## src/design/asi_defs.svh

```systemverilog
// Register offsets, field positions, reset values and bit timing.
// Assumes a 32-bit APB slave decoding the low eight address bits.
`ifndef ASI_DEFS_SVH
`define ASI_DEFS_SVH

// ********************************
// Register byte offsets
// ********************************
`define ASI_OFF_CTRL   8'h00
`define ASI_OFF_STAT   8'h04
`define ASI_OFF_DATA   8'h08
`define ASI_OFF_BAUD   8'h0C
`define ASI_OFF_MASK   8'h10

// ********************************
// Control bits
// ********************************
`define ASI_C_RXEN     0
`define ASI_C_TXEN     1
`define ASI_C_RXIE     2
`define ASI_C_TXIE     3
`define ASI_C_TXEI     4
`define ASI_C_GRPEN    5
`define ASI_C_PINSEL   6
`define ASI_C_PAREN    7
`define ASI_CTRL_W     8
`define ASI_CTRL_RST   8'h00

// ********************************
// Status bits (mask uses the same layout)
// ********************************
`define ASI_S_RXP      0
`define ASI_S_TXP      1
`define ASI_S_TX_END_FLAG     2
`define ASI_S_OVR      3
`define ASI_S_FRM      4
`define ASI_S_PER      5
`define ASI_S_GRP      6
`define ASI_STAT_W     7
`define ASI_MASK_RST   7'h00

// ********************************
// Bit timing: sixteen ticks per bit
// ********************************
`define ASI_TICK_LAST  4'hF
`define ASI_TICK_MID   4'h7
`define ASI_BIT_LAST   3'h7
`define ASI_BAUD_RST   16'h0001

`endif

```

## src/design/asi_pkg.sv

```systemverilog
// Types shared by the serial channel: transmit and receive state codes.
// Assumes nothing of its surroundings.
package asi_pkg;

  // ********************************
  // Transmit sequencer states
  // ********************************
  typedef enum logic [2:0] {
    ASI_TX_IDLE  = 3'b000,
    ASI_TX_START = 3'b001,
    ASI_TX_DATA  = 3'b010,
    ASI_TX_PAR   = 3'b011,
    ASI_TX_STOP  = 3'b100
  } asi_tx_st_t;

  // ********************************
  // Receive sequencer states
  // ********************************
  typedef enum logic [2:0] {
    ASI_RX_IDLE  = 3'b000,
    ASI_RX_START = 3'b001,
    ASI_RX_DATA  = 3'b010,
    ASI_RX_PAR   = 3'b011,
    ASI_RX_STOP  = 3'b100
  } asi_rx_st_t;

endpackage

```

## src/design/asi_tick_gen.sv

```systemverilog
// Oversampling tick divider: one-cycle enable every div_in + 1 clocks.
// Assumes div_in is held stable by software while the channel runs.
`timescale 1ns/1ps
module asi_tick_gen (
  input  wire logic        clk_sys_in,  // System clock
  input  wire logic        sys_rst_in,  // Async reset, high
  input  wire logic [15:0] div_in,      // Reload value
  output logic             tick_out     // One-cycle enable
);

  // ********************************
  // Divider counter
  // ********************************
  logic [15:0] cnt_r;  // Cycles since last tick

  // Count up, wrap and pulse at the reload value
  always_ff @(posedge clk_sys_in or posedge sys_rst_in) begin
    if (sys_rst_in) begin
      cnt_r    <= 16'h0000;
      tick_out <= 1'b0;
    end else if (cnt_r >= div_in) begin
      cnt_r    <= 16'h0000;
      tick_out <= 1'b1;
    end else begin
      cnt_r    <= cnt_r + 16'h0001;
      tick_out <= 1'b0;
    end
  end

endmodule

```

## src/design/asi_serial_channel.sv

```systemverilog
// Asynchronous serial channel with APB registers and request flags.
// Assumes an APB master on clk_sys_in and an interrupt controller that
// pulses the ack inputs when it takes a request.
//
// Behaviour
// - Receive-full flag clears when interrupt taken
// - Transmit-empty flag clears when interrupt taken
// - Receive errors drive grouped status and request
// - Overrun, framing, parity flags set separately
//
// Design decisions made here: the placing of the registers and register access over APB.
`timescale 1ns/1ps
`include "asi_defs.svh"
module asi_serial_channel
  import asi_pkg::*;
(
  input  wire logic        clk_sys_in,           // System clock, 125 MHz
  input  wire logic        sys_rst_in,           // Async reset, high
  input  wire logic        psel_in,              // APB select
  input  wire logic        penable_in,           // APB enable
  input  wire logic        pwrite_in,            // APB direction
  input  wire logic [7:0]  paddr_in,             // APB byte address
  input  wire logic [31:0] pwdata_in,            // APB write data
  output logic [31:0]      prdata_out,           // APB read data
  output logic             pready_out,           // APB ready
  output logic             pslverr_out,          // APB error
  input  wire logic        rx_pin_in,            // Serial input pin
  output logic             tx_pin_out,           // Serial output pin
  input  wire logic        rx_full_irq_ack_in,   // Receive request taken
  input  wire logic        tx_empty_irq_ack_in,  // Transmit request taken
  output logic             rx_full_irq_out,      // Receive-full request
  output logic             tx_empty_irq_out,     // Transmit-empty request
  output logic             rx_error_irq_out,     // Grouped error request
  output logic             tx_end_irq_out,       // Transmit-end request
  output logic             irq_out               // Masked summary level
);

  // ********************************
  // Declarations
  // ********************************
  logic [7:0]  serial_control_reg;          // Enables and pin select
  logic [6:0]  mask_r;                      // Summary interrupt mask
  logic [15:0] baud_r;                      // Tick divider reload
  logic        tick;                        // Sixteen per bit
  logic        rxp_r, txp_r;                // Pending request flags
  logic        ovr_r, frm_r, per_r, grp_r;  // Error flags and group
  logic        tx_end_flag_r;                      // Transmit-end flag
  logic        setup, wr_acc, rd_acc;       // APB phases
  logic        wr_stat, wr_data, rd_data;   // Register strobes
  logic [6:0]  stat;                        // Status view
  logic [7:0]  tx_data_reg, rx_data_reg;    // Data holding registers
  logic        tx_full_r, rx_has_r;         // Holding occupancy
  logic        txen_d1_r;                   // Transmit enable, delayed
  logic        rx_s1_r, rx_s2_r, rx_s3_r;   // Pin synchroniser
  logic        rx_q_r;                      // Filtered pin level
  asi_tx_st_t  tx_st_r;                     // Transmit state
  asi_rx_st_t  rx_st_r;                     // Receive state
  logic [3:0]  tx_cnt_r, rx_cnt_r;          // Tick counters
  logic [2:0]  tx_bit_r, rx_bit_r;          // Bit counters
  logic [7:0]  tx_sh_r, rx_sh_r;            // Shift registers
  logic        tx_line_r, rx_par_r;         // Line level, parity bit
  logic        tx_load, tx_done, rx_fin;    // Sequencer events
  logic        rx_set, tx_set, rx_stop_ok;  // Flag set terms

  assign setup   = psel_in & ~penable_in;
  assign wr_acc  = psel_in & penable_in & pready_out & pwrite_in;
  assign rd_acc  = psel_in & penable_in & pready_out & ~pwrite_in;
  assign wr_stat = wr_acc & (paddr_in == `ASI_OFF_STAT);
  assign wr_data = wr_acc & (paddr_in == `ASI_OFF_DATA);
  assign rd_data = rd_acc & (paddr_in == `ASI_OFF_DATA);
  assign stat    = {grp_r, per_r, frm_r, ovr_r, tx_end_flag_r, txp_r, rxp_r};

  // ********************************
  // Bit tick divider
  // ********************************
  asi_tick_gen u_tick (
    .clk_sys_in (clk_sys_in),
    .sys_rst_in (sys_rst_in),
    .div_in     (baud_r),
    .tick_out   (tick)
  );

  // ********************************
  // APB slave: one wait-free access phase
  // ********************************
  // Ready and read data are prepared in the setup cycle
  always_ff @(posedge clk_sys_in or posedge sys_rst_in) begin
    if (sys_rst_in) begin
      pready_out  <= 1'b0;
      pslverr_out <= 1'b0;
      prdata_out  <= 32'h0000_0000;
    end else begin
      pready_out  <= setup;
      pslverr_out <= 1'b0;
      if (setup) begin
        case (paddr_in)
          `ASI_OFF_CTRL: prdata_out <= {24'h000000, serial_control_reg};
          `ASI_OFF_STAT: prdata_out <= {25'h0000000, stat};
          `ASI_OFF_DATA: prdata_out <= {24'h000000, rx_data_reg};
          `ASI_OFF_BAUD: prdata_out <= {16'h0000, baud_r};
          `ASI_OFF_MASK: prdata_out <= {25'h0000000, mask_r};
          default: begin
            prdata_out  <= 32'h0000_0000;  // Unmapped reads zero
            pslverr_out <= 1'b1;
          end
        endcase
      end
    end
  end

  // Software-written configuration
  always_ff @(posedge clk_sys_in or posedge sys_rst_in) begin
    if (sys_rst_in) begin
      serial_control_reg <= `ASI_CTRL_RST;
      mask_r             <= `ASI_MASK_RST;
      baud_r             <= `ASI_BAUD_RST;
    end else if (wr_acc) begin
      case (paddr_in)
        `ASI_OFF_CTRL: serial_control_reg <= pwdata_in[`ASI_CTRL_W-1:0];
        `ASI_OFF_BAUD: baud_r <= pwdata_in[15:0];
        `ASI_OFF_MASK: mask_r <= pwdata_in[`ASI_STAT_W-1:0];
        default: ;  // Others have no stored configuration
      endcase
    end
  end

  // ********************************
  // Receive pin synchroniser
  // ********************************
  // Level is accepted once the last two stages agree
  always_ff @(posedge clk_sys_in or posedge sys_rst_in) begin
    if (sys_rst_in) begin
      rx_s1_r <= 1'b1;
      rx_s2_r <= 1'b1;
      rx_s3_r <= 1'b1;
      rx_q_r  <= 1'b1;
    end else begin
      rx_s1_r <= rx_pin_in;
      rx_s2_r <= rx_s1_r;
      rx_s3_r <= rx_s2_r;
      if (rx_s2_r == rx_s3_r) begin
        rx_q_r <= rx_s3_r;
      end
    end
  end

  // ********************************
  // Transmit sequencer
  // ********************************
  assign tx_load = (tx_st_r == ASI_TX_IDLE) & tx_full_r & serial_control_reg[`ASI_C_TXEN];
  assign tx_done = (tx_st_r == ASI_TX_STOP) & tick & (tx_cnt_r == `ASI_TICK_LAST);

  // Frame: start, eight data bits LSB first, optional even parity, stop
  always_ff @(posedge clk_sys_in or posedge sys_rst_in) begin
    if (sys_rst_in) begin
      tx_st_r   <= ASI_TX_IDLE;
      tx_cnt_r  <= 4'h0;
      tx_bit_r  <= 3'h0;
      tx_sh_r   <= 8'h00;
      tx_line_r <= 1'b1;
    end else if (tx_load) begin
      tx_st_r   <= ASI_TX_START;
      tx_sh_r   <= tx_data_reg;
      tx_cnt_r  <= 4'h0;
      tx_line_r <= 1'b0;
    end else if (tick && tx_st_r != ASI_TX_IDLE) begin
      tx_cnt_r <= tx_cnt_r + 4'h1;
      if (tx_cnt_r == `ASI_TICK_LAST) begin
        case (tx_st_r)
          ASI_TX_START: begin
            tx_st_r   <= ASI_TX_DATA;
            tx_bit_r  <= 3'h0;
            tx_line_r <= tx_sh_r[0];
          end
          ASI_TX_DATA: begin
            tx_bit_r <= tx_bit_r + 3'h1;
            if (tx_bit_r != `ASI_BIT_LAST) begin
              tx_line_r <= tx_sh_r[tx_bit_r + 3'h1];
            end else if (serial_control_reg[`ASI_C_PAREN]) begin
              tx_st_r   <= ASI_TX_PAR;
              tx_line_r <= ^tx_sh_r;
            end else begin
              tx_st_r   <= ASI_TX_STOP;
              tx_line_r <= 1'b1;
            end
          end
          ASI_TX_PAR: begin
            tx_st_r   <= ASI_TX_STOP;
            tx_line_r <= 1'b1;
          end
          default: begin
            tx_st_r   <= ASI_TX_IDLE;  // Stop bit finished
            tx_line_r <= 1'b1;
          end
        endcase
      end
    end
  end

  // Transmit holding register and transmit-end flag
  always_ff @(posedge clk_sys_in or posedge sys_rst_in) begin
    if (sys_rst_in) begin
      tx_data_reg <= 8'h00;
      tx_full_r   <= 1'b0;
      tx_end_flag_r      <= 1'b1;
    end else begin
      if (wr_data) begin
        tx_data_reg <= pwdata_in[7:0];
        tx_full_r   <= 1'b1;
        tx_end_flag_r      <= 1'b0;
      end else if (tx_load) begin
        tx_full_r <= 1'b0;
      end else if (tx_done && !tx_full_r) begin
        tx_end_flag_r <= 1'b1;
      end
    end
  end

  // ********************************
  // Receive sequencer
  // ********************************
  assign rx_fin     = (rx_st_r == ASI_RX_STOP) & tick & (rx_cnt_r == `ASI_TICK_LAST);
  assign rx_stop_ok = rx_q_r;

  // Start edge, mid-bit check, then one sample per sixteen ticks
  always_ff @(posedge clk_sys_in or posedge sys_rst_in) begin
    if (sys_rst_in) begin
      rx_st_r  <= ASI_RX_IDLE;
      rx_cnt_r <= 4'h0;
      rx_bit_r <= 3'h0;
      rx_sh_r  <= 8'h00;
      rx_par_r <= 1'b0;
    end else if (!serial_control_reg[`ASI_C_RXEN]) begin
      rx_st_r <= ASI_RX_IDLE;
    end else if (rx_st_r == ASI_RX_IDLE) begin
      if (!rx_q_r) begin
        rx_st_r  <= ASI_RX_START;
        rx_cnt_r <= 4'h0;
      end
    end else if (tick) begin
      rx_cnt_r <= rx_cnt_r + 4'h1;
      case (rx_st_r)
        ASI_RX_START: begin
          if (rx_cnt_r == `ASI_TICK_MID) begin
            rx_cnt_r <= 4'h0;
            rx_bit_r <= 3'h0;
            rx_st_r  <= rx_q_r ? ASI_RX_IDLE : ASI_RX_DATA;  // Glitch reject
          end
        end
        ASI_RX_DATA: begin
          if (rx_cnt_r == `ASI_TICK_LAST) begin
            rx_sh_r  <= {rx_q_r, rx_sh_r[7:1]};
            rx_bit_r <= rx_bit_r + 3'h1;
            if (rx_bit_r == `ASI_BIT_LAST) begin
              rx_st_r <= serial_control_reg[`ASI_C_PAREN] ? ASI_RX_PAR : ASI_RX_STOP;
            end
          end
        end
        ASI_RX_PAR: begin
          if (rx_cnt_r == `ASI_TICK_LAST) begin
            rx_par_r <= rx_q_r;
            rx_st_r  <= ASI_RX_STOP;
          end
        end
        default: begin
          if (rx_cnt_r == `ASI_TICK_LAST) begin
            rx_st_r <= ASI_RX_IDLE;  // Stop bit sampled
          end
        end
      endcase
    end
  end

  // Receive holding register; a read empties it
  always_ff @(posedge clk_sys_in or posedge sys_rst_in) begin
    if (sys_rst_in) begin
      rx_data_reg <= 8'h00;
      rx_has_r    <= 1'b0;
    end else if (rx_fin && (!rx_has_r || rd_data)) begin
      rx_data_reg <= rx_sh_r;
      rx_has_r    <= 1'b1;
    end else if (rd_data) begin
      rx_has_r <= 1'b0;
    end
  end

  // ********************************
  // Request and error flags (set wins over clear)
  // ********************************
  assign rx_set = rx_fin & serial_control_reg[`ASI_C_RXIE];
  assign tx_set = serial_control_reg[`ASI_C_TXIE] & serial_control_reg[`ASI_C_TXEN]
                & (tx_load | ~txen_d1_r);

  // Pending flags drop when the controller takes them
  always_ff @(posedge clk_sys_in or posedge sys_rst_in) begin
    if (sys_rst_in) begin
      rxp_r     <= 1'b0;
      txp_r     <= 1'b0;
      txen_d1_r <= 1'b0;
    end else begin
      txen_d1_r <= serial_control_reg[`ASI_C_TXEN];
      rxp_r <= rx_set | (rxp_r & ~rx_full_irq_ack_in
               & ~(wr_stat & pwdata_in[`ASI_S_RXP]));
      txp_r <= tx_set | (txp_r & ~tx_empty_irq_ack_in
               & ~(wr_stat & pwdata_in[`ASI_S_TXP]));
    end
  end

  // Separate sticky error flags, written one to clear
  always_ff @(posedge clk_sys_in or posedge sys_rst_in) begin
    if (sys_rst_in) begin
      ovr_r <= 1'b0;
      frm_r <= 1'b0;
      per_r <= 1'b0;
    end else begin
      ovr_r <= (rx_fin & rx_has_r & ~rd_data)
               | (ovr_r & ~(wr_stat & pwdata_in[`ASI_S_OVR]));
      frm_r <= (rx_fin & ~rx_stop_ok)
               | (frm_r & ~(wr_stat & pwdata_in[`ASI_S_FRM]));
      per_r <= (rx_fin & serial_control_reg[`ASI_C_PAREN] & (^rx_sh_r ^ rx_par_r))
               | (per_r & ~(wr_stat & pwdata_in[`ASI_S_PER]));
    end
  end

  // ********************************
  // Group status and request outputs
  // ********************************
  always_ff @(posedge clk_sys_in or posedge sys_rst_in) begin
    if (sys_rst_in) begin
      grp_r            <= 1'b0;
      rx_error_irq_out <= 1'b0;
      tx_end_irq_out   <= 1'b0;
      irq_out          <= 1'b0;
      tx_pin_out       <= 1'b1;
    end else begin
      grp_r            <= (ovr_r | frm_r | per_r) & serial_control_reg[`ASI_C_GRPEN];
      rx_error_irq_out <= grp_r;
      tx_end_irq_out   <= tx_end_flag_r & serial_control_reg[`ASI_C_TXEI];
      irq_out          <= |(stat & mask_r);
      tx_pin_out       <= serial_control_reg[`ASI_C_PINSEL] ? tx_line_r : 1'b1;
    end
  end

  assign rx_full_irq_out  = rxp_r;
  assign tx_empty_irq_out = txp_r;

  // ********************************
  // Assertions
  // ********************************
  a_rx_ack_clear: assert property (@(posedge clk_sys_in) disable iff (sys_rst_in)
    (rx_full_irq_ack_in && !rx_set) |=> !rx_full_irq_out)
    else $error("receive pending flag not cleared by ack");

  a_tx_ack_clear: assert property (@(posedge clk_sys_in) disable iff (sys_rst_in)
    (tx_empty_irq_ack_in && !tx_set) |=> !tx_empty_irq_out)
    else $error("transmit pending flag not cleared by ack");

  a_group_error: assert property (@(posedge clk_sys_in) disable iff (sys_rst_in)
    ((frm_r || ovr_r || per_r) && serial_control_reg[`ASI_C_GRPEN]
     && $stable(serial_control_reg)) |=> ##1 rx_error_irq_out)
    else $error("grouped error request missing");

  a_error_sticky: assert property (@(posedge clk_sys_in) disable iff (sys_rst_in)
    (frm_r && !wr_stat) |=> frm_r)
    else $error("framing flag dropped without clear");

  a_tx_end_set: assert property (@(posedge clk_sys_in) disable iff (sys_rst_in)
    (tx_done && !tx_full_r && !wr_data) |=> (tx_end_flag_r && tx_line_r))
    else $error("transmit end not flagged after stop bit");

  c_rx_byte: cover property (@(posedge clk_sys_in) disable iff (sys_rst_in)
    rx_fin && rx_stop_ok);
  c_tx_end: cover property (@(posedge clk_sys_in) disable iff (sys_rst_in)
    tx_done ##1 tx_end_flag_r);
  c_overrun: cover property (@(posedge clk_sys_in) disable iff (sys_rst_in)
    $rose(ovr_r));

endmodule

```

## config.mk

```make
export PLATFORM = sky130hd
export DESIGN_NAME = asi_serial_channel
export DESIGN_NICKNAME = d
export VERILOG_FILES = /design/src/design/asi_pkg.sv /design/src/design/asi_tick_gen.sv /design/src/design/asi_serial_channel.sv
export VERILOG_INCLUDE_DIRS = /design/src /design/src/design
export SDC_FILE = /design/constraint.sdc
export NUM_CORES = 1
export LEC_CHECK = 0
export ABC_AREA = 0
export BUFFER_PORTS_ARGS = -buffer_cell sky130_fd_sc_hd__buf_4
export CORE_ASPECT_RATIO = 2
export CORE_MARGIN = 5
export CORE_UTILIZATION = 50
export DETAILED_ROUTE_END_ITERATION = 6
export PLACE_DENSITY = 0.71
export SYNTH_ARGS = -nofsm -noshare
export SYNTH_HDL_FRONTEND = slang
export SYNTH_SLANG_ARGS = --single-unit
```

## constraint.sdc

```tcl
create_clock -name clk_sys_in -period 8.45 [get_ports clk_sys_in]
set_input_delay 0.845 -clock clk_sys_in [delete_from_list [all_inputs] [get_ports clk_sys_in]]
set_output_delay 0.845 -clock clk_sys_in [all_outputs]
set_load 0.01 [all_outputs]
```

==> results.json, run 1 <==
{
  "synth_xor_area_share_pct": 4.00,
  "min_path_cells": 0,
  "tns_ns": 0,
  "synthesis.area_mm2": 0.00679,
  "cp-end-kind": "flop",
  "async_flop_share_pct": 100,
  "synth_edf_count": 0,
  "grt_pass1_wl_um": 26300,
  "r2r_cells": 7,
  "status": "completed",
  "fin_skew_ns": 0.00657,
  "ir_drop_mv": 0.158,
  "gp_congestion": 0.903,
  "netlist.area_leader.share_pct": 47.9,
  "cts_tree": "done",
  "slew_violations": 0,
  "die_w_um": 92.4,
  "clock_path_buffers": 2,
  "tightest_slew_ns": 1.24,
  "ant_nets": 0,
  "synthSimpleGateAreaFrac_pct": 12.2,
  "syn_area_per_cell_um2": 11.4,
  "hold_path_class": "flop to flop",
  "syn_inst": 596,
  "viasPerCell": 5.87,
  "dr_total_vias": 4788,
  "clockRootBuffer": "clkbuf_16",
  "grt_max_degree": 89,
  "ys.flop_type": "dfrtp_1",
  "synth_area_leader_cell": "dfrtp_1",
  "grt.overflow.total": 0,
  "synth_top_family_by_area": "multiplexers",
  "cp_slowest_cell": "o21bai_1",
  "initial_core_util_pct": 50.8,
  "p_leak_uw": 0.00372,
  "cts_inserted_buffers": 17,
  "io_buffer_count": 55,
  "h-tree-depth": 4,
  "cts-hold-fix-buffers": 0,
  "cts_setup_buffers": 0,
  "synth_compound_area_share_pct": 10.9,
  "fp.dieArea_mm2": 0.0161,
  "synth_fa_ha_area_share_pct": 4.39,
  "fill_cells": 1103,
  "relSlewSlack_pct": 17.1,
  "max_stage_delay_ns": 1.00,
  "wirelength_um": 15700,
  "crit_buf_inv": 1,
  "post_cts_resized": 0,
  "clk_latency_ns": 0.42,
  "ys_types": 63,
  "synth_area_leaders": "dfrtp_1 (48%), mux2_2 (9.8%), ha_1 (4.2%)",
  "crit_type": "flop to flop",
  "area_growth_pct": 16.2,
  "ys_seq_elements": 138,
  "drive_gt1_share_pct": 26.6,
  "critPathMaxFanout": 17,
  "io_pins": 88,
  "power_density_mw_per_mm2": 197,
  "cts_sinks": 138,
  "hold_viol_final": 0,
  "required_ns": 8.68,
  "rsz0062_at_grt": "no",
  "crit_cells": 7,
  "postLayoutCellArea_mm2": 0.00789,
  "cp-start-kind": "flop",
  "grt_use_total_pct": 20.8,
  "antenna_found_initial": 0,
  "synth-warning-count": 0,
  "reg_top3": "baud_r x16, prdata_out x16, u_tick.cnt_r x16",
  "setup-violations-final": 0,
  "worstPathArrival_ns": 2.94,
  "dr.pass1.iters": 4,
  "core_mm2": 0.0134,
  "finalCritPeriodShare_pct": 32.1,
  "cap_violations": 0,
  "rows": 60,
  "placed_area_mm2": 0.00725,
  "crit_chain": "inv_1 -> ha_1 -> nand2_1 -> o21ai_0 -> a41oi_1 -> o21bai_1 -> a21boi_0",
  "die_y_um": 175,
  "grt_pass1_vias": 5226,
  "hpwl_um": 11600,
  "path_delay_family": "compound AO/OA/AOI/OAI gates",
  "fin_hold_ws_ns": 0.361,
  "fmax_mhz": 369,
  "fin_util_pct": 59.0,
  "path_clk_slew_ns": 0.06,
  "insertedDiodeCount": 0,
  "drc": 0,
  "drtIter0Drc": 231,
  "synth-seq-area-share_pct": 51.0,
  "synthMuxAreaShare_pct": 13.1,
  "period_minus_slack_ns": 2.71,
  "wl_per_cell_um": 19.2,
  "finalNetCount": 719
}
==> path summary, 6_finish.rpt <==
path	start	to	slack, ns
setup / recovery	baud_r[11]	u_tick.cnt_r[1]	5.74
hold / removal	rx_s1_r	rx_s2_r	0.36
setup reg to reg	baud_r[11]	u_tick.cnt_r[1]	5.74
hold reg to reg	rx_s1_r	rx_s2_r	0.36
max in group asynchronous	sys_rst_in	rx_sh_r[6]	6.50
min in group asynchronous	sys_rst_in	tx_sh_r[4]	0.45
==> final cells by class <==
type / count / area [um^2] / area share [%]
multi-input cells: 412 / 3080 / 39.1
repair buffers: 57 / 428 / 5.42
clock inverters: 14 / 196 / 2.49
flip-flops and latches: 138 / 3460 / 43.9
well taps: 155 / 194 / 2.46
clock buffers: 18 / 439 / 5.57
inverters: 22 / 87.6 / 1.11
==> logic make-up (layout without fill, tap and decap cells) <==
group                    after synthesis  count (layout)
multiplexers                          70              70
AND/OR/NAND/NOR                      160             160
buffers and inverters                 61             111
other                                  1              16
XOR/XNOR                              31              31
adder cells (fa/ha/maj)               24              24
flip-flops                           138             138
AO/OA/AOI/OAI                        111             111
==> through the flow <==
stage          instances  power (uW)  setup WS [ns]
2_1_floorplan        611         747           3.92
3_3_place_gp         784         769           5.59
3_5_place_dp         784         775           5.55
4_1_cts              816        1560           5.82
5_1_grt              816        1610           5.64
6_report             816        1550           5.74
==> layer usage <==
metal	global-route usage [%]	vias up	wire length, um
li1	-	2206	-
met3	4.09	33	519
met1	22.0	2440	5760
met5	0	-	0
met4	9.80	0	504
met2	38.6	109	8900
==> power breakdown <==
group          switching [uW]  internal [uW]  leakage, uW
clock                     288            503     0.000302
combinational            46.8           26.8      0.00154
sequential               15.5            673      0.00187
==> placed cells by master, fill, tap and decap left out, types with 6 or more instances in the layout <==
master | Yosys | routed
dfrtp_1 | 130 | 130
nand2_1 | 72 | 72
mux2_2 | 59 | 59
buf_4 | 16 | 57
a21oi_1 | 34 | 34
o21ai_0 | 24 | 24
ha_1 | 23 | 23
inv_1 | 22 | 21
xnor2_1 | 19 | 19
clkbuf_16 | 0 | 17
conb_1 | 1 | 16
nor2_1 | 14 | 14
nor2b_1 | 14 | 14
nand3_1 | 13 | 13
xor2_1 | 12 | 12
a22o_1 | 10 | 10
mux4_2 | 9 | 9
nand4_1 | 8 | 8
dfstp_2 | 8 | 8
nor3_1 | 7 | 7
nand2b_1 | 6 | 6
==> synth_stat cells, types with 3 or more instances <==
cell type,n
nor3b_1,3
o21a_1,4
and3_1,3
a211oi_1,3
clkbuf_1,19
a31oi_1,3
a21oi_1,34
o21ai_0,24
a22o_1,10
o211ai_1,3
mux2_2,59
a21boi_0,3
dfrtp_1,130
buf_2,3
nand3_1,13
inv_1,22
xor2_1,12
nand4_1,8
xnor2_1,19
a22oi_1,3
and2_1,4
nor2b_1,14
nand2_1,72
nor3_1,7
buf_4,16
nor2_1,14
mux4_2,9
and4_1,3
dfstp_2,8
ha_1,23
nand2b_1,6
No activity file was read; power rests on OpenSTA's default activity.
==> run 2, diff against run 1 <==
==> constraint.sdc (replaced) <==
create_clock -name clk_sys_in -period 2.5 [get_ports clk_sys_in]
set_input_delay 0.25 -clock clk_sys_in [delete_from_list [all_inputs] [get_ports clk_sys_in]]
set_output_delay 0.25 -clock clk_sys_in [all_outputs]
set_load 0.01 [all_outputs]
==> results.json, run 2 (synthesis gave the netlist of run 1 again) <==
{
  "die_y_um": 175,
  "critPathMostFrequentCell": "a21oi_1",
  "wl_per_cell_um": 19.4,
  "hold_path_class": "primary input to flop",
  "path_delay_family": "compound AO/OA/AOI/OAI gates",
  "grt_pass1_vias": 5278,
  "critPathMaxFanout": 17,
  "hold_viol_final": 0,
  "dr.pass1.iters": 4,
  "insertedDiodeCount": 0,
  "postLayoutCellArea_mm2": 0.00801,
  "setup-violations-final": 0,
  "ant_nets": 0,
  "power_density_mw_per_mm2": 653,
  "slew_violations": 0,
  "hpwl_um": 12200,
  "finalCritPeriodShare_pct": 82.5,
  "power_frac_clock_pct": 50.4,
  "cts_tree": "done",
  "cts_inserted_buffers": 17,
  "crit_type": "flop to flop",
  "cap_violations": 0,
  "gp_congestion": 0.864,
  "required_ns": 2.82,
  "pwr-share-seq_pct": 44.3,
  "cp_slowest_cell": "a2111oi_0",
  "clockRootBuffer": "clkbuf_16",
  "grt_max_degree": 68,
  "multi_input_area_mm2": 0.00308,
  "tightest_slew_ns": 0.651,
  "crit_chain": "inv_1 -> ha_1 -> a21oi_1 -> o21ai_0 -> a2111oi_0 -> o21ai_1 -> buf_4 -> a21oi_1",
  "fill_cells": 1069,
  "clock_path_buffers": 2,
  "grt_use_total_pct": 21.4,
  "post-place-cells": 797,
  "grt.overflow.total": 0,
  "viasPerCell": 5.91,
  "layout.cells.non_filler": 831,
  "wirelength_um": 16100,
  "tns_ns": 0,
  "ir_drop_mv": 0.492,
  "grt_pass1_wl_um": 26800,
  "die_w_um": 92.4,
  "fin_skew_ns": 0.00615,
  "max_stage_delay_ns": 0.38,
  "path_clk_slew_ns": 0.06,
  "drive_gt1_share_pct": 27.8,
  "crit_buf_inv": 2,
  "period_minus_slack_ns": 2.06,
  "status": "completed",
  "drtIter0Drc": 320,
  "placed_area_mm2": 0.00736,
  "drc": 0,
  "cts_setup_buffers": 0,
  "fin_ws_ns": 0.436,
  "finalNetCount": 734,
  "antenna_found_initial": 0,
  "p_leak_uw": 0.00378,
  "cp-start-kind": "flop",
  "h-tree-depth": 4,
  "cp-end-kind": "flop",
  "layout_common_cells": "dfrtp_1 (130), nand2_1 (72), buf_4 (69)",
  "place_ws_ns": 0.397,
  "reg_top3": "baud_r x16, prdata_out x16, u_tick.cnt_r x16",
  "clk_latency_ns": 0.41,
  "regArea_mm2": 0.00346,
  "fmax_mhz": 485,
  "rows": 60,
  "initial_core_util_pct": 50.8,
  "layout_commonest_cell": "dfrtp_1",
  "switchingPower_uw": 1180,
  "area_growth_pct": 18.0,
  "cts_sinks": 138,
  "worstPathArrival_ns": 2.39,
  "io_pins": 88,
  "fp.dieArea_mm2": 0.0161,
  "rsz0062_at_grt": "no",
  "core_mm2": 0.0134,
  "share_comb_of_total_power_pct": 5.2,
  "relSlewSlack_pct": 55.9,
  "switching_share_pct": 22.5,
  "io_buffer_count": 55,
  "p_int_uw": 4050,
  "dr_total_vias": 4913
}
==> run 2: changes by cell type in the layout (fill, tap and decap cells not counted), moves of 2 or more <==
cell / previous run / this run
buf_4: 57 / 69
dlygate4sd3_1: 0 / 2
inv_6: 2 / 0
clkinvlp_4: 3 / 5
==> run 2: worst paths after layout <==
check / from / end / slack (ns) / cells after the start
max: baud_r[15] / u_tick.cnt_r[11] / 0.44 / 8
min: pwdata_in[13] / baud_r[13] / 0.07 / 2
max reg2reg: baud_r[15] / u_tick.cnt_r[11] / 0.44 / 8
min reg2reg: rx_s1_r / rx_s2_r / 0.36 / 0
max in group asynchronous: sys_rst_in / tx_line_r / 1.29 / 4
min in group asynchronous: sys_rst_in / u_tick.cnt_r[13] / 0.42 / 3
==> run 2: what timing repair did <==
action / in CTS / in global routing
hold buffers: 2 / 0
hold endpoints to repair: 16 / 0
resized for setup: 0 / 0
==> run 2: layer usage <==
metal  GRT usage, %  up-vias  part of all wire [%]
met5              0        -                     0
met4           12.6        0                   5.0
met3           4.52       50                   4.7
met2           39.9      173                    56
met1           21.2     2461                    34
li1               -     2229                     -
==> run 2: final cells by class <==
class                      instances  share of cell area (%)
sequential                       138                    43.2
multi-input combinational        412                    38.5
timing repair buffer              72                    6.97
clock buffer                      18                    5.36
clock inverter                    14                    2.48
tap                              155                    2.42
inverter                          22                    1.08
==> run 2: per-stage QoR <==
stage / utilization (%) / total power [uW] / hold slack, ns
after global placement: 55.1 / 2610 / 0.296
final: 60.0 / 5230 / 0.0705
after detailed placement: 55.1 / 2630 / 0.306
after global routing: 60.0 / 5420 / 0.0585
after CTS: 60.0 / 5270 / 0.0563
after floorplan: - / 2520 / 0.254
==> run 2: worst register-to-register path, delay by kind of cell, from the launching register on <==
family	cells	cell delay [ns]
adders and majority gates	1	0.32
DFF	1	0.36
AOI/OAI and AO/OA	5	1.02
buffers and inverters	2	0.27
==> run 2: power groups by stage <==
stage	sequential [uW]	combinational (uW)	clock (uW)
6_report	2320	274	2640
5_1_grt	2320	308	2790
4_1_cts	2310	278	2680
3_5_place_dp	2350	274	0
3_3_place_gp	2350	259	0
2_1_floorplan	2340	181	0
==> run 3, diff against run 2 <==
--- a/config.mk
+++ b/config.mk
@@ -6,13 +6,13 @@
 export SDC_FILE = /design/constraint.sdc
 export NUM_CORES = 1
 export LEC_CHECK = 0
-export ABC_AREA = 0
+export ABC_AREA = 1
 export BUFFER_PORTS_ARGS = -buffer_cell sky130_fd_sc_hd__buf_4
 export CORE_ASPECT_RATIO = 2
 export CORE_MARGIN = 5
 export CORE_UTILIZATION = 50
 export DETAILED_ROUTE_END_ITERATION = 6
-export PLACE_DENSITY = 0.71
+export PLACE_DENSITY = 0.73
 export SYNTH_ARGS = -nofsm -noshare
 export SYNTH_HDL_FRONTEND = slang
 export SYNTH_SLANG_ARGS = --single-unit
==> constraint.sdc (replaced) <==
create_clock -name clk_sys_in -period 1.7 [get_ports clk_sys_in]
set_input_delay 0.17 -clock clk_sys_in [delete_from_list [all_inputs] [get_ports clk_sys_in]]
set_output_delay 0.17 -clock clk_sys_in [all_outputs]
set_load 0.01 [all_outputs]
==> results.json, run 3 <==
{
  "status": "finished, violations left",
  "violations": "negative hold slack",
  "tightest_slew_ns": 0.557,
  "io_buffer_count": 55,
  "setup-violations-final": 0,
  "area_growth_pct": 23.4,
  "reg_top3": "baud_r x16, prdata_out x16, u_tick.cnt_r x16",
  "insertedDiodeCount": 0,
  "p_int_uw": 5870,
  "crit_type": "flop to flop",
  "required_ns": 2.05,
  "drive_gt1_share_pct": 23.7,
  "syn_area_per_cell_um2": 8.55,
  "placed_area_mm2": 0.00790,
  "min_path_cells": 3,
  "clk_latency_ns": 0.42,
  "cap_violations": 0,
  "netlist.area_leader.share_pct": 45.7,
  "cts_sinks": 138,
  "share_comb_of_total_power_pct": 4.7,
  "cts_tree": "done",
  "power_density_mw_per_mm2": 865,
  "ys.flop_type": "dfrtp_1",
  "layout_commonest_cell": "nand2_1",
  "async_flop_share_pct": 100,
  "worstPathArrival_ns": 2.04,
  "antenna_found_initial": 0,
  "syn_inst": 832,
  "hold_path_class": "primary input to flop",
  "fp.dieArea_mm2": 0.0169,
  "cp-start-kind": "flop",
  "synthesis.area_mm2": 0.00711,
  "synth-seq-area-share_pct": 48.7,
  "ant_nets": 0,
  "wl_per_cell_um": 15.4,
  "grt_pass1_wl_um": 27800,
  "fin_skew_ns": 0.00814,
  "pwr-share-seq_pct": 44.2,
  "viasPerCell": 5.14,
  "cts_inserted_buffers": 17,
  "h-tree-depth": 4,
  "finalNetCount": 1003,
  "grt_pass1_vias": 5886,
  "grt_max_degree": 38,
  "ir_drop_mv": 0.666,
  "clock_path_buffers": 2,
  "rows": 61,
  "power_frac_clock_pct": 51.1,
  "die_y_um": 179,
  "synth_area_leader_cell": "dfrtp_1",
  "dr_total_vias": 5832,
  "fin_util_pct": 62.9,
  "io_pins": 88,
  "gp_congestion": 0.947,
  "fin_hold_ws_ns": -0.00275,
  "initial_core_util_pct": 50.9,
  "critPathMaxFanout": 8,
  "yosysMostFrequentCell": "nand2_1",
  "r2r_cells": 8,
  "path_clk_slew_ns": 0.06,
  "core_mm2": 0.0140,
  "synth_area_leaders": "dfrtp_1 (46%), nand2_1 (12%), inv_1 (4.5%)",
  "drtIter0Drc": 281,
  "relSlewSlack_pct": 62.8,
  "layout_common_cells": "nand2_1 (225), dfrtp_1 (130), buf_4 (84)",
  "grt_use_total_pct": 21.4,
  "cp-end-kind": "flop",
  "slew_violations": 0,
  "ys_types": 47,
  "ys_seq_elements": 138,
  "finalCritPeriodShare_pct": 98.9,
  "hpwl_um": 12700,
  "switching_share_pct": 22.7,
  "drc": 0,
  "clockRootBuffer": "clkbuf_16",
  "fmax_mhz": 595,
  "p_leak_uw": 0.00437,
  "synth_edf_count": 0,
  "synth_top_cells_by_count": "nand2_1 (229), dfrtp_1 (130), inv_1 (86), nor2_1 (62), nand3_1 (49)",
  "grt.overflow.total": 0,
  "rsz0062_at_grt": "yes",
  "switchingPower_uw": 1720,
  "hold_viol_final": 1,
  "synth-warning-count": 0,
  "die_w_um": 94.3,
  "wirelength_um": 17400,
  "postLayoutCellArea_mm2": 0.00878,
  "dr.pass1.iters": 7,
  "period_minus_slack_ns": 1.68
}
[run 3: cell types whose count changed after synthesis, sizes merged, moves of 7 or more]
cell,delta
a21oi,-10
a22o,-9
buf,+7
clkbuf,-16
inv,+68
mux2,-59
mux4,-9
nand2,+171
nand3,+37
nor2,+57
nor2b,-14
o21ai,+52
xnor2,-7
[run 3: cell families after synthesis]
group	after synthesis	share of synthesized area, %
buf+inv	120	7.93
other cells	1	0.0527
fa+ha+maj	24	4.19
simple gates	401	25.2
compound gates	121	10.6
xor+xnor	27	3.32
flops	138	48.7
[run 3: timing repair]
item	CTS	global route
gates resized for setup	1	39
endpoints found under the hold margin	18	0
gates cloned	0	3
setup buffers	0	3
setup endpoints to repair	16	29
hold buffers	4	0
pin swaps	0	8
[run 3: worst paths after layout]
path	from	endpoint	slack (ns)
max in group asynchronous	sys_rst_in	tx_line_r	0.71
worst min register to register	rx_s1_r	rx_s2_r	0.36
worst max register to register	u_tick.cnt_r[5]	u_tick.cnt_r[1]	0.02
min in group asynchronous	sys_rst_in	tx_cnt_r[1]	0.37
worst min-delay path	pwdata_in[12]	baud_r[12]	-0.003
worst max-delay path	u_tick.cnt_r[5]	u_tick.cnt_r[1]	0.02
[run 3: layout make-up]
class | instances | area [um^2]
Fill cell | 1148 | 5190
Timing Repair Buffer | 95 | 821
Clock inverter | 12 | 163
Clock buffer | 20 | 457
Multi-Input combinational cell | 590 | 3290
Inverter | 90 | 347
Tap cell | 189 | 236
Sequential cell | 138 | 3460
[run 3: critical path, cell delays in order, from the launching register on]
cell and delay (ns):
dfrtp_1 0.45, ha_1 0.35, a21oi_1 0.13, o21a_1 0.13, nand2_1 0.07, nand2_2 0.08
nand3_4 0.12, clkbuf_16 0.20, nor2_2 0.08
[run 3: layer usage]
metal | wire, um | GRT usage, %
met5 | 0 | 0
met4 | 466 | 7.90
met3 | 448 | 3.99
met2 | 10400 | 42.1
met1 | 6120 | 21.6
[run 3: stage by stage]
stage	hold WS [ns]	power [uW]	setup slack, ns	std cells	TNS, ns
finish	-0.00275	7600	0.0183	1134	0
detailed placement	0.252	3770	-0.00121	1092	-0.00121
CTS	0.000495	7620	0.0557	1128	0
floorplan	0.174	3610	-0.185	847	-24.00
global route	0.0126	7820	-0.0715	1134	-1.04
global placement	0.252	3760	0.0233	1092	0
[run 3: power groups by stage]
stage	logic (uW)	clock network (uW)	registers [uW]
after floorplan	188	0	3420
after global placement	346	0	3410
after detailed placement	349	0	3420
after CTS	359	3900	3360
after global routing	394	4070	3360
final	355	3880	3360
